==> src/design/tpc_pkg.sv <==
// Constants, types and register map of the T1 counter and signaling block
// Assumes a byte-wide register port on the same clock as the framer logic
package tpc_pkg;
  // Direct register offsets
  localparam logic [7:0] ADDR_PERF_MONITOR_CTRL = 8'hc2;
  localparam logic [7:0] ADDR_PERF_MONITOR_SEL  = 8'hc3;
  localparam logic [7:0] ADDR_PERF_MONITOR_DATA = 8'hc4;
  localparam logic [7:0] ADDR_SIG_CFG   = 8'hd2;
  localparam logic [7:0] ADDR_BUSY      = 8'hd3;
  localparam logic [7:0] ADDR_ACC_CTRL  = 8'hd4;
  localparam logic [7:0] ADDR_ACC_DATA  = 8'hd5;
  localparam logic [7:0] ADDR_CHG0      = 8'hd6;
  localparam logic [7:0] ADDR_CHG1      = 8'hd7;
  localparam logic [7:0] ADDR_CHG2      = 8'hd8;
  // Field positions
  localparam int AUTO_BIT    = 0;
  localparam int TRIG_BIT    = 1;
  localparam int SIXTEEN_BIT = 0;
  localparam int RNW_BIT     = 7;
  localparam int EXTRACT_BIT = 4;
  // Reset values
  localparam logic [1:0] PERF_MONITOR_CTRL_RST = 2'h0;
  localparam logic       SIXTEEN_RST   = 1'b1;
  localparam logic       EXTRACT_RST   = 1'b1;
  // Indirect offsets of the counter snapshot group
  localparam logic [7:0] PM_CRC_LO  = 8'h00;
  localparam logic [7:0] PM_CRC_HI  = 8'h01;
  localparam logic [7:0] PM_FER_LO  = 8'h02;
  localparam logic [7:0] PM_FER_HI  = 8'h03;
  localparam logic [7:0] PM_POS     = 8'h04;
  localparam logic [7:0] PM_LOF     = 8'h05;
  localparam logic [7:0] PM_PAT_LO  = 8'h06;
  localparam logic [7:0] PM_PAT_HI  = 8'h07;
  localparam logic [7:0] PM_LCV_LO  = 8'h08;
  localparam logic [7:0] PM_LCV_HI  = 8'h09;
  localparam logic [7:0] PM_DDS_LO  = 8'h0a;
  localparam logic [7:0] PM_DDS_HI  = 8'h0b;
  // Signaling channels at indirect 01h..18h
  localparam logic [6:0] CH_FIRST = 7'h01;
  localparam logic [6:0] CH_LAST  = 7'h18;
  localparam int         NUM_CH   = 24;
  // Counter bank layout: crc, fer, pos, lof, pattern, lcv, dds
  localparam int CNT_NUM   = 7;
  localparam int CNT_TOTAL = 72;
  localparam int CNT_W   [CNT_NUM] = '{10, 12, 3, 5, 16, 16, 10};
  localparam int CNT_OFS [CNT_NUM] = '{0, 10, 22, 25, 30, 46, 62};
  // Timing
  localparam int unsigned CLK_HZ        = 20_000_000;
  localparam int unsigned SECOND_S      = 1;
  localparam int unsigned SECOND_CYCLES = SECOND_S * CLK_HZ;
  localparam int          TICK_W        = 25;
  localparam int unsigned BUSY_NS       = 100;
  localparam int unsigned CLK_NS        = 50;
  localparam int unsigned BUSY_CYCLES   = (BUSY_NS + CLK_NS - 1) / CLK_NS;
  typedef enum logic [1:0] {FMT_SF, FMT_ESF, FMT_DM, FMT_SLC} tpc_fmt_t;
  typedef enum logic {ACC_IDLE, ACC_WAIT} tpc_acc_t;
endpackage

==> src/design/tpc_cnt_if.sv <==
// Event and snapshot signals between the top and its counter bank
// Assumes both ends on the one block clock
`timescale 1ns/100ps
`default_nettype none
interface tpc_cnt_if;
  logic [tpc_pkg::CNT_NUM-1:0]   inc;
  logic                          take;
  logic [tpc_pkg::CNT_TOTAL-1:0] count;
  modport bank (input inc, input take, output count);
  modport user (output inc, output take, input count);
endinterface
`default_nettype wire

==> src/design/tpc_top.sv <==
// Counter snapshot group and per-channel signaling store of one T1 link
// Assumes framer strobes and format come from logic on the same clock
`timescale 1ns/100ps
`default_nettype none
// How it works
// [RULE_01] Change flags 17-24 at bits 0-7, write-one-clear
// [RULE_02] Trigger bit rising copies all counters together
// [RULE_03] Auto bit refreshes snapshot every second
// [RULE_04] Ten-bit CRC-6 count at 00h and 01h
// [RULE_05] Twelve-bit framing error count at 02h, 03h
// [RULE_06] Three-bit frame position change count at 04h
// [RULE_07] Five-bit loss of frame count at 05h
// [RULE_08] Sixteen-bit pattern error count at 06h, 07h
// [RULE_09] Sixteen-bit line violation count at 08h, 09h
// [RULE_10] Ten-bit DDS pattern error count at 0ah, 0bh
// [RULE_11] One signaling register per channel, 01h-18h
// [RULE_12] Synced and enabled channels load received signaling
// [RULE_13] Software disables extraction in DM format
// [RULE_14] SF stores third, fourth bits as first, second
// [RULE_15] Data before address on write, after on read
// [RULE_16] No new indirect access while busy
// [RULE_17] Four-state mode keeps only first two bits
// [RULE_18] Counters restart on copy and saturate
module tpc_top #(
  parameter int unsigned SECOND_CYCLES = tpc_pkg::SECOND_CYCLES
) (
  input  wire logic             clk,
  input  wire logic             rstn,
  input  wire logic [7:0]       busAddr,
  input  wire logic             busWr,
  input  wire logic             busRd,
  input  wire logic [7:0]       busWdata,
  output logic      [7:0]       busRdata,
  output logic                  accessBusy,
  input  wire tpc_pkg::tpc_fmt_t lineFormat,
  input  wire logic             frameSynced,
  input  wire logic             crcErrEvt,
  input  wire logic             fbitErrEvt,
  input  wire logic             posChangeEvt,
  input  wire logic             lossFrameEvt,
  input  wire logic             patErrEvt,
  input  wire logic             lineViolEvt,
  input  wire logic             ddsErrEvt,
  input  wire logic             sigStrobe,
  input  wire logic [4:0]       sigChannel,
  input  wire logic [3:0]       sigBits
);
  ////////////////////////////////////////////////////////////////////////////
  // Decoding helpers
  function automatic logic chanOk(input logic [6:0] a);
    chanOk = (a >= tpc_pkg::CH_FIRST) && (a <= tpc_pkg::CH_LAST);
  endfunction

  function automatic logic [7:0] pmonByte(input logic [7:0] a,
                                          input logic [71:0] s);
    pmonByte = 8'h00;
    case (a)
      tpc_pkg::PM_CRC_LO: pmonByte = s[7:0]; // see [RULE_04]
      tpc_pkg::PM_CRC_HI: pmonByte = {2'h0, s[9:8], 4'h0}; // see [RULE_04]
      tpc_pkg::PM_FER_LO: pmonByte = s[17:10]; // see [RULE_05]
      tpc_pkg::PM_FER_HI: pmonByte = {4'h0, s[21:18]}; // see [RULE_05]
      tpc_pkg::PM_POS:    pmonByte = {5'h00, s[24:22]}; // see [RULE_06]
      tpc_pkg::PM_LOF:    pmonByte = {3'h0, s[29:25]}; // see [RULE_07]
      tpc_pkg::PM_PAT_LO: pmonByte = s[37:30]; // see [RULE_08]
      tpc_pkg::PM_PAT_HI: pmonByte = s[45:38]; // see [RULE_08]
      tpc_pkg::PM_LCV_LO: pmonByte = s[53:46]; // see [RULE_09]
      tpc_pkg::PM_LCV_HI: pmonByte = s[61:54]; // see [RULE_09]
      tpc_pkg::PM_DDS_LO: pmonByte = s[69:62]; // see [RULE_10]
      tpc_pkg::PM_DDS_HI: pmonByte = {6'h00, s[71:70]}; // see [RULE_10]
      default:            pmonByte = 8'h00;
    endcase
  endfunction

  ////////////////////////////////////////////////////////////////////////////
  // Counter bank and snapshot
  tpc_cnt_if cnt ();
  logic       tick;
  logic [1:0] pmonCtrl_q;
  logic [7:0] pmonSel_q;
  logic [71:0] snap_q;
  logic       wrCtrl;
  logic       snapTake;

  assign cnt.inc = {ddsErrEvt, lineViolEvt, patErrEvt, lossFrameEvt,
                    posChangeEvt, fbitErrEvt, crcErrEvt};
  assign wrCtrl = busWr && (busAddr == tpc_pkg::ADDR_PERF_MONITOR_CTRL);
  // Copy on a 0-to-1 of the trigger or, with the auto bit set, on the second tick
  assign snapTake = (wrCtrl && busWdata[tpc_pkg::TRIG_BIT] // see [RULE_02]
                     && !pmonCtrl_q[tpc_pkg::TRIG_BIT])
                    || (tick && pmonCtrl_q[tpc_pkg::AUTO_BIT]); // see [RULE_03]
  assign cnt.take = snapTake;

  tpc_counter_bank u_bank (
    .clk  (clk),
    .rstn (rstn),
    .cnt  (cnt)
  );

  tpc_second_tick #(
    .PERIOD (SECOND_CYCLES)
  ) u_tick (
    .clk  (clk),
    .rstn (rstn),
    .tick (tick)
  );

  always_ff @(posedge clk or negedge rstn) begin
    if (!rstn) begin
      pmonCtrl_q <= tpc_pkg::PERF_MONITOR_CTRL_RST;
    end else if (wrCtrl) begin
      pmonCtrl_q <= busWdata[1:0];
    end
  end

  always_ff @(posedge clk or negedge rstn) begin
    if (!rstn) begin
      pmonSel_q <= 8'h00;
    end else if (busWr && busAddr == tpc_pkg::ADDR_PERF_MONITOR_SEL) begin
      pmonSel_q <= busWdata;
    end
  end

  // Whole group copied in one edge so software sees one coherent period
  always_ff @(posedge clk or negedge rstn) begin
    if (!rstn) begin
      snap_q <= '0;
    end else if (snapTake) begin
      snap_q <= cnt.count; // see [RULE_02] [RULE_03]
    end
  end

  ////////////////////////////////////////////////////////////////////////////
  // Indirect access to the channel registers
  tpc_pkg::tpc_acc_t accState_q;
  logic [1:0] waitCnt_q;
  logic [7:0] accCtrl_q;
  logic [7:0] accData_q;
  logic       accept;
  logic       accDone;
  logic [4:0] accIdx;
  logic [23:0]      extEn_q;
  logic [23:0][3:0] sig_q;

  assign accept = busWr && (busAddr == tpc_pkg::ADDR_ACC_CTRL)
                  && (accState_q == tpc_pkg::ACC_IDLE); // see [RULE_16]
  assign accDone = (accState_q == tpc_pkg::ACC_WAIT) && (waitCnt_q == 2'h0);
  assign accIdx = 5'(accCtrl_q[6:0] - tpc_pkg::CH_FIRST);

  always_ff @(posedge clk or negedge rstn) begin
    if (!rstn) begin
      accState_q <= tpc_pkg::ACC_IDLE;
      waitCnt_q  <= 2'h0;
    end else begin
      case (accState_q)
        tpc_pkg::ACC_IDLE: begin
          if (accept) begin
            accState_q <= tpc_pkg::ACC_WAIT;
            waitCnt_q  <= 2'(tpc_pkg::BUSY_CYCLES - 1);
          end
        end
        tpc_pkg::ACC_WAIT: begin
          if (waitCnt_q == 2'h0) begin
            accState_q <= tpc_pkg::ACC_IDLE;
          end else begin
            waitCnt_q <= 2'(waitCnt_q - 1'b1);
          end
        end
        default: begin
          accState_q <= tpc_pkg::ACC_IDLE;
        end
      endcase
    end
  end

  always_ff @(posedge clk or negedge rstn) begin
    if (!rstn) begin
      accessBusy <= 1'b0;
    end else if (accept) begin
      accessBusy <= 1'b1; // see [RULE_16]
    end else if (accDone) begin
      accessBusy <= 1'b0;
    end
  end

  // Control writes while busy are dropped
  always_ff @(posedge clk or negedge rstn) begin
    if (!rstn) begin
      accCtrl_q <= 8'h00;
    end else if (accept) begin
      accCtrl_q <= busWdata;
    end
  end

  // Data written first for a write, filled in at the end of a read
  always_ff @(posedge clk or negedge rstn) begin
    if (!rstn) begin
      accData_q <= 8'h00;
    end else if (accDone && accCtrl_q[tpc_pkg::RNW_BIT]) begin
      accData_q <= chanOk(accCtrl_q[6:0]) // see [RULE_11] [RULE_15]
                   ? {3'h0, extEn_q[accIdx], sig_q[accIdx]} : 8'h00;
    end else if (busWr && busAddr == tpc_pkg::ADDR_ACC_DATA
                 && accState_q == tpc_pkg::ACC_IDLE) begin
      accData_q <= busWdata; // see [RULE_15]
    end
  end

  // Only the extraction enable is writable; signaling bits are read-only
  always_ff @(posedge clk or negedge rstn) begin
    if (!rstn) begin
      extEn_q <= {tpc_pkg::NUM_CH{tpc_pkg::EXTRACT_RST}};
    end else if (accDone && !accCtrl_q[tpc_pkg::RNW_BIT]
                 && chanOk(accCtrl_q[6:0])) begin
      extEn_q[accIdx] <= accData_q[tpc_pkg::EXTRACT_BIT]; // see [RULE_11]
    end
  end

  ////////////////////////////////////////////////////////////////////////////
  // Signaling extraction and change flags
  logic       sixteen_q;
  logic [4:0] sigIdx;
  logic       extLoad;
  logic [3:0] sigNew;
  logic [23:0] chg_q;
  logic [23:0] chgClr;

  assign sigIdx = 5'(sigChannel - 5'h01);
  // DM carries no signaling, so nothing loads there even if left enabled
  assign extLoad = sigStrobe && frameSynced // see [RULE_12] [RULE_13]
                   && (lineFormat != tpc_pkg::FMT_DM)
                   && chanOk({2'h0, sigChannel}) && extEn_q[sigIdx];

  always_comb begin
    sigNew = sigBits;
    if (lineFormat == tpc_pkg::FMT_SF) begin
      sigNew = {sigBits[3:2], sigBits[3:2]}; // see [RULE_14]
    end else if (!sixteen_q) begin
      sigNew = {sigBits[3:2], 2'h0}; // see [RULE_17]
    end
  end

  always_ff @(posedge clk or negedge rstn) begin
    if (!rstn) begin
      sixteen_q <= tpc_pkg::SIXTEEN_RST;
    end else if (busWr && busAddr == tpc_pkg::ADDR_SIG_CFG) begin
      sixteen_q <= busWdata[tpc_pkg::SIXTEEN_BIT];
    end
  end

  always_ff @(posedge clk or negedge rstn) begin
    if (!rstn) begin
      sig_q <= '0;
    end else if (extLoad) begin
      sig_q[sigIdx] <= sigNew; // see [RULE_12]
    end
  end

  assign chgClr = {busWr && busAddr == tpc_pkg::ADDR_CHG2 ? busWdata : 8'h00,
                   busWr && busAddr == tpc_pkg::ADDR_CHG1 ? busWdata : 8'h00,
                   busWr && busAddr == tpc_pkg::ADDR_CHG0 ? busWdata : 8'h00};

  // A change in the clearing cycle keeps its flag set
  genvar c;
  generate
    for (c = 0; c < tpc_pkg::NUM_CH; c++) begin : g_chg
      always_ff @(posedge clk or negedge rstn) begin
        if (!rstn) begin
          chg_q[c] <= 1'b0;
        end else if (extLoad && sigIdx == 5'(c) && sigNew != sig_q[c]) begin
          chg_q[c] <= 1'b1; // see [RULE_01]
        end else if (chgClr[c]) begin
          chg_q[c] <= 1'b0; // see [RULE_01]
        end
      end
    end
  endgenerate

  ////////////////////////////////////////////////////////////////////////////
  // Read port: data appears the edge after the read strobe
  logic [7:0] rdMux;
  always_comb begin
    rdMux = 8'h00;
    case (busAddr)
      tpc_pkg::ADDR_PERF_MONITOR_CTRL: rdMux = {6'h00, pmonCtrl_q};
      tpc_pkg::ADDR_PERF_MONITOR_SEL:  rdMux = pmonSel_q;
      tpc_pkg::ADDR_PERF_MONITOR_DATA: rdMux = pmonByte(pmonSel_q, snap_q);
      tpc_pkg::ADDR_SIG_CFG:   rdMux = {7'h00, sixteen_q};
      tpc_pkg::ADDR_BUSY:      rdMux = {7'h00, accessBusy};
      tpc_pkg::ADDR_ACC_CTRL:  rdMux = accCtrl_q;
      tpc_pkg::ADDR_ACC_DATA:  rdMux = accData_q;
      tpc_pkg::ADDR_CHG0:      rdMux = chg_q[7:0];
      tpc_pkg::ADDR_CHG1:      rdMux = chg_q[15:8];
      tpc_pkg::ADDR_CHG2:      rdMux = chg_q[23:16]; // see [RULE_01]
      default:                 rdMux = 8'h00;
    endcase
  end

  always_ff @(posedge clk or negedge rstn) begin
    if (!rstn) begin
      busRdata <= 8'h00;
    end else if (busRd) begin
      busRdata <= rdMux;
    end
  end

  ////////////////////////////////////////////////////////////////////////////
  // Checks
  a_snap_trigger: assert property (@(posedge clk) disable iff (!rstn) // see [RULE_02]
    wrCtrl && busWdata[1] && !pmonCtrl_q[1] |=> snap_q == $past(cnt.count))
    else $error("trigger edge did not copy the counters");
  a_snap_auto: assert property (@(posedge clk) disable iff (!rstn) // see [RULE_03]
    tick && pmonCtrl_q[0] |=> snap_q == $past(cnt.count))
    else $error("second tick did not refresh the snapshot");
  a_snap_hold: assert property (@(posedge clk) disable iff (!rstn) // see [RULE_02]
    !(wrCtrl && busWdata[1] && !pmonCtrl_q[1]) && !(tick && pmonCtrl_q[0])
    |=> $stable(snap_q))
    else $error("snapshot changed without a trigger");
  a_busy_window: assert property (@(posedge clk) disable iff (!rstn) // see [RULE_16]
    accept |=> accessBusy [*2] ##1 !accessBusy)
    else $error("busy flag length is wrong");
  a_busy_refuse: assert property (@(posedge clk) disable iff (!rstn) // see [RULE_16]
    accessBusy && busWr && busAddr == tpc_pkg::ADDR_ACC_CTRL
    |=> $stable(accCtrl_q))
    else $error("control accepted while busy");
  a_read_chan: assert property (@(posedge clk) disable iff (!rstn) // see [RULE_11]
    accDone && accCtrl_q[7] && chanOk(accCtrl_q[6:0])
    |=> accData_q == {3'h0, $past(extEn_q[accIdx]), $past(sig_q[accIdx])})
    else $error("indirect read returned wrong channel data");
  a_no_extract: assert property (@(posedge clk) disable iff (!rstn) // see [RULE_12]
    sigStrobe && (!frameSynced || lineFormat == tpc_pkg::FMT_DM
                  || !extEn_q[sigIdx]) |=> $stable(sig_q))
    else $error("signaling loaded while extraction is off");
  a_sf_repeat: assert property (@(posedge clk) disable iff (!rstn) // see [RULE_14]
    extLoad && lineFormat == tpc_pkg::FMT_SF
    |=> sig_q[$past(sigIdx)] == {2{$past(sigBits[3:2])}})
    else $error("SF signaling not repeated");
  a_four_state: assert property (@(posedge clk) disable iff (!rstn) // see [RULE_17]
    extLoad && lineFormat != tpc_pkg::FMT_SF && !sixteen_q
    |=> sig_q[$past(sigIdx)][1:0] == 2'h0)
    else $error("four-state mode kept the low bits");
  a_chg_set: assert property (@(posedge clk) disable iff (!rstn) // see [RULE_01]
    extLoad && sigNew != sig_q[sigIdx] |=> chg_q[$past(sigIdx)])
    else $error("change flag not set");
endmodule
`default_nettype wire

==> src/design/tpc_counter_bank.sv <==
// Saturating error counters that restart when copied to the snapshot
// Assumes one-cycle event pulses on the block clock
`timescale 1ns/100ps
`default_nettype none
module tpc_counter_bank (
  input  wire logic clk,
  input  wire logic rstn,
  tpc_cnt_if.bank   cnt
);
  genvar i;
  generate
    for (i = 0; i < tpc_pkg::CNT_NUM; i++) begin : g_cnt
      localparam int W = tpc_pkg::CNT_W[i];
      localparam int O = tpc_pkg::CNT_OFS[i];
      logic [W-1:0] c_q;
      // Event in the copy cycle opens the new period with a count of one
      always_ff @(posedge clk or negedge rstn) begin
        if (!rstn) begin
          c_q <= '0;
        end else if (cnt.take) begin
          c_q <= W'(cnt.inc[i]); // see [RULE_18]
        end else if (cnt.inc[i] && !(&c_q)) begin
          c_q <= W'(c_q + 1'b1); // see [RULE_18]
        end
      end
      assign cnt.count[O +: W] = c_q;
      a_count_saturate: assert property (@(posedge clk) disable iff (!rstn) // see [RULE_18]
        (&c_q) && !cnt.take |=> (&c_q))
        else $error("counter wrapped past its maximum");
      a_count_restart: assert property (@(posedge clk) disable iff (!rstn) // see [RULE_18]
        cnt.take && !cnt.inc[i] |=> c_q == '0)
        else $error("counter did not restart after copy");
    end
  endgenerate
endmodule
`default_nettype wire

==> src/design/tpc_second_tick.sv <==
// One-cycle pulse once every PERIOD cycles of the block clock
// Assumes PERIOD fits in TICK_W bits
`timescale 1ns/100ps
`default_nettype none
module tpc_second_tick #(
  parameter int unsigned PERIOD = tpc_pkg::SECOND_CYCLES
) (
  input  wire logic clk,
  input  wire logic rstn,
  output logic      tick
);
  localparam logic [tpc_pkg::TICK_W-1:0] LAST = tpc_pkg::TICK_W'(PERIOD - 1);
  logic [tpc_pkg::TICK_W-1:0] cnt_q;
  always_ff @(posedge clk or negedge rstn) begin
    if (!rstn) begin
      cnt_q <= '0;
    end else if (cnt_q == LAST) begin
      cnt_q <= '0;
    end else begin
      cnt_q <= tpc_pkg::TICK_W'(cnt_q + 1'b1);
    end
  end
  always_ff @(posedge clk or negedge rstn) begin
    if (!rstn) begin
      tick <= 1'b0;
    end else begin
      tick <= (cnt_q == LAST);
    end
  end
endmodule
`default_nettype wire

==> config.mk <==
export PLATFORM = sky130hd
export DESIGN_NAME = tpc_top
export DESIGN_NICKNAME = d
export VERILOG_FILES = /design/src/design/tpc_pkg.sv /design/src/design/tpc_cnt_if.sv /design/src/design/tpc_top.sv /design/src/design/tpc_counter_bank.sv /design/src/design/tpc_second_tick.sv
export SDC_FILE = /design/constraint.sdc
export NUM_CORES = 1
export LEC_CHECK = 0
export BUFFER_PORTS_ARGS = -buffer_cell sky130_fd_sc_hd__buf_2
export CAP_MARGIN = 15
export CORE_UTILIZATION = 39
export DETAILED_ROUTE_END_ITERATION = 10
export PLACE_DENSITY = 0.59
export SYNTH_ARGS = -nofsm -noshare
export SYNTH_HDL_FRONTEND = slang
export SYNTH_HIERARCHICAL = 1
export SYNTH_SLANG_ARGS = --single-unit
==> constraint.sdc <==
create_clock -name clk -period 2.8 [get_ports clk]
set_clock_uncertainty 0.15 [all_clocks]
set_input_delay 0.56 -clock clk [delete_from_list [all_inputs] [get_ports clk]]
set_output_delay 0.56 -clock clk [all_outputs]
set_load 0.02 [all_outputs]
==> results.cfg <==
[worst_hold_path]
hp-start = posChangeEvt
hp-class = input pin to flip-flop
hold_end = u_bank/g_cnt[2].c_q[0]
worst_hold_path_depth = 2

[cts]
cts.sinks = 353
clk-insertion-delay-late_ns = 0.57
numCtsBuffers = 41
htree_levels = 2
root_buffer = clkbuf_16
post-cts-setup-buffers = 0
cts_tree = yes
clk_path_buf_depth = 3
clk_pin_slew_ns = 0.06

[synth]
post_synth_num_cell_types = 83
dominantRegCellSynth = dfrtp_1
synth_xor_area_share_pct = 5.98
synth-async-reset-ratio_pct = 100
yosys_warnings = 6
synth_simple_gate_area_share_pct = 14.5
fraction_of_synthesized_area_in_multiplexers_pct = 19.9
yosys_register_bits = 353
syn-mean-instance-area_um2 = 11.3
synth_nets = 1743
combinational_family_with_the_most_area_after_synthesis = multiplexers
adder_cell_share_of_the_synthesized_area_pct = 1.45
mappedNetlistArea_mm2 = 0.0190
post_synth_inst_count = 1681
synth_compound_area_share_pct = 8.98
synth-edff-count = 0
synth.yosys.seq_area_share_pct = 46.6

[grt]
grt_overflow_total = 0
grt_util_overall_pct = 20.8
gr-usage-met3_pct = 5.86
grt_first_pass_wirelength_um = 81100
vias_in_the_first_global_route = 13900
grt_use_met1_pct = 29.7
grt_antenna_before_repair = 2
gr_busiest_metal = met2
grt_start_max_net_pins = 70
gr_met2_demand_resource_pct = 30.7

[cells_and_area]
finalCoreUtilization_pct = 45.7
mostFrequentLayoutCell = dfrtp_1
fillerInstances = 4366
design_area_mm2 = 0.0219
instances_no_fill = 2414
layout.nets = 1830
antenna_cells_inserted = 0
drive_gt1_share_pct = 29.0
sequential_cell_area_mm2 = 0.00887
areaGrowthSynthToFinish_pct = 15.1
mostFrequentLayoutCells = dfrtp_1, mux2_2, nand2_1
multi_input_comb_area_mm2 = 0.00974

[worst_setup_path]
critical_path.max_fanout = 9
startpoint_of_the_lowest_slack_register_to_register_path = pmonSel_q[1]
reg2reg_slack_ns = 0.24
start_kind = flip-flop
critPathArrivalTime_ns = 2.84
worst-r2r-cell-count = 7
cp-end-kind = flip-flop
worst_ep_required_time_ns = 3.08
r2r_end = busRdata[1]
worstSetupPathType = flip-flop to flip-flop

[timing]
timing.final.crit_period_ns = 2.56
finalHoldViolations = 0
fmax_mhz = 390
setup_viol = 0
setup_repair_after_global_routing_missed_its_margin = no
hold-worst-slack_ns = 0.0779
timing.setup.tns_ns = 0
timing.final.max_slew_violations = 0
timing.slew.headroom_pct = 37.5
final_min_period_over_clock_period_pct = 91.6
worst-slew-pin-transition_ns = 0.930

[place]
dp_wirelength_um = 35300
place.detailed.instances = 2339
placed_area_mm2 = 0.0205
port-buffer-count = 48
globalplace.congestion = 0.906

[routing]
routedWlPerCell_um = 21.0
dr_pass1_iterations = 5
detail_route.iter0.violations = 1129
remaining_drc_errors = 0
detail-route-antenna-nets = 0
num_vias = 13800
routed_wirelength_um = 50600
routed_via_density = 5.72

[run]
drv.max_cap_violation_count = 0

[die]
num_io_pins = 49
die_span_in_x_um = 223
die_h_um = 223
std_cell_rows = 80
start_util_pct = 39.7
die_area_mm2 = 0.0497
floorplan.core_area_mm2 = 0.0479

[power]
p_leak_nw = 9.66
power.ir.vdd_worst_uv = 344
power_per_cell_area_mw_per_mm2 = 578

[outcome]
outcome = complete, no violations
[synth_stat cells, types with 39 or more instances]
library cell | count | area, µm²
dfrtp_1 | 328 | 8210
clkbuf_1 | 63 | 236
o21ai_0 | 48 | 240
nor2_1 | 75 | 282
xnor2_1 | 70 | 613
nor4_1 | 39 | 244
nand3_1 | 49 | 245
nand2_1 | 151 | 567
xor2_1 | 60 | 526
mux2_2 | 222 | 2500
mux4_2 | 40 | 901
a21oi_1 | 46 | 230
[repair_timing]
| item | CTS | global route |
|---|---|---|
| hold endpoints to repair | 54 | 0 |
| gates resized for setup | 0 | 4 |
| hold buffers | 1 | 0 |
| endpoints found under the setup margin | 0 | 12 |
[where the power goes]
| part | switching (W) | internal [W] | total [W] |
|---|---|---|---|
| Combinational | 0.000791 | 0.000553 | 0.00134 |
| Clock | 0.00219 | 0.00332 | 0.00551 |
| Sequential | 0.000413 | 0.00539 | 0.00580 |
[registers in the layout, indices dropped and copies added (netlist names)]
signal            count
sig_q                96
snap_q               72
u_bank/g_cnt.c_q     72
u_tick/cnt_q         25
chg_q                24
extEn_q              24
accCtrl_q             8
accData_q             8
busRdata              8
pmonSel_q             8
pmonCtrl_q            2
waitCnt_q             2
accState_q            1
accessBusy            1
sixteen_q             1
u_tick/tick           1
[kinds of logic (layout without fill, tap and decap cells)]
group,Yosys count,in the layout
buffers and inverters,116,234
XOR/XNOR,130,130
flip-flops,353,353
multiplexers,301,301
adder cells (fa/ha/maj),22,22
AO/OA/AOI/OAI,248,248
AND/OR/NAND/NOR,511,511
[how the worst max path moves through the flow]
stage / startpoint / endpoint / cells past startpoint
6_report: pmonSel_q[1] / busRdata[1] / 7
5_1_grt: pmonSel_q[1] / busRdata[1] / 7
4_1_cts: accCtrl_q[0] / extEn_q[9] / 8
3_5_place_dp: sigChannel[0] / sig_q[8] / 10
3_3_place_gp: sigChannel[0] / sig_q[1] / 10
2_1_floorplan: busAddr[4] / u_bank/g_cnt[0].c_q[2] / 8
[layout make-up]
| type | count | share of cell area [%] |
|---|---|---|
| Multi-Input combinational cell | 1212 | 44.5 |
| Clock inverter | 11 | 0.663 |
| Inverter | 25 | 0.429 |
| Sequential cell | 353 | 40.5 |
| Tap cell | 615 | 3.51 |
| Timing Repair Buffer | 135 | 4.77 |
| Clock buffer | 63 | 5.66 |
[worst max-delay path, cell delays in order (launching register included)]
cell and delay (ns):
dfrtp_1 0.57, buf_4 0.23, and2_0 0.40, a22oi_1 0.16, o22ai_1 0.20, a21oi_1 0.12, o21a_1 0.22, o311ai_0 0.37
[routing by layer]
layer  vias to the layer above  routed length, µm
met1                      6965              23700
met5                         -                 34
li1                       6405                  -
met2                       361              22100
met3                        77               3650
met4                         4               1170
[stage by stage]
stage,total power [W],setup WS [ns]
after global placement,0.00717,-0.129
after global routing,0.0132,0.0650
after detailed placement,0.00722,-0.168
final,0.0126,0.236
after floorplan,0.00661,0.0120
after CTS,0.0128,0.138
(Power assumes the default switching activity.)
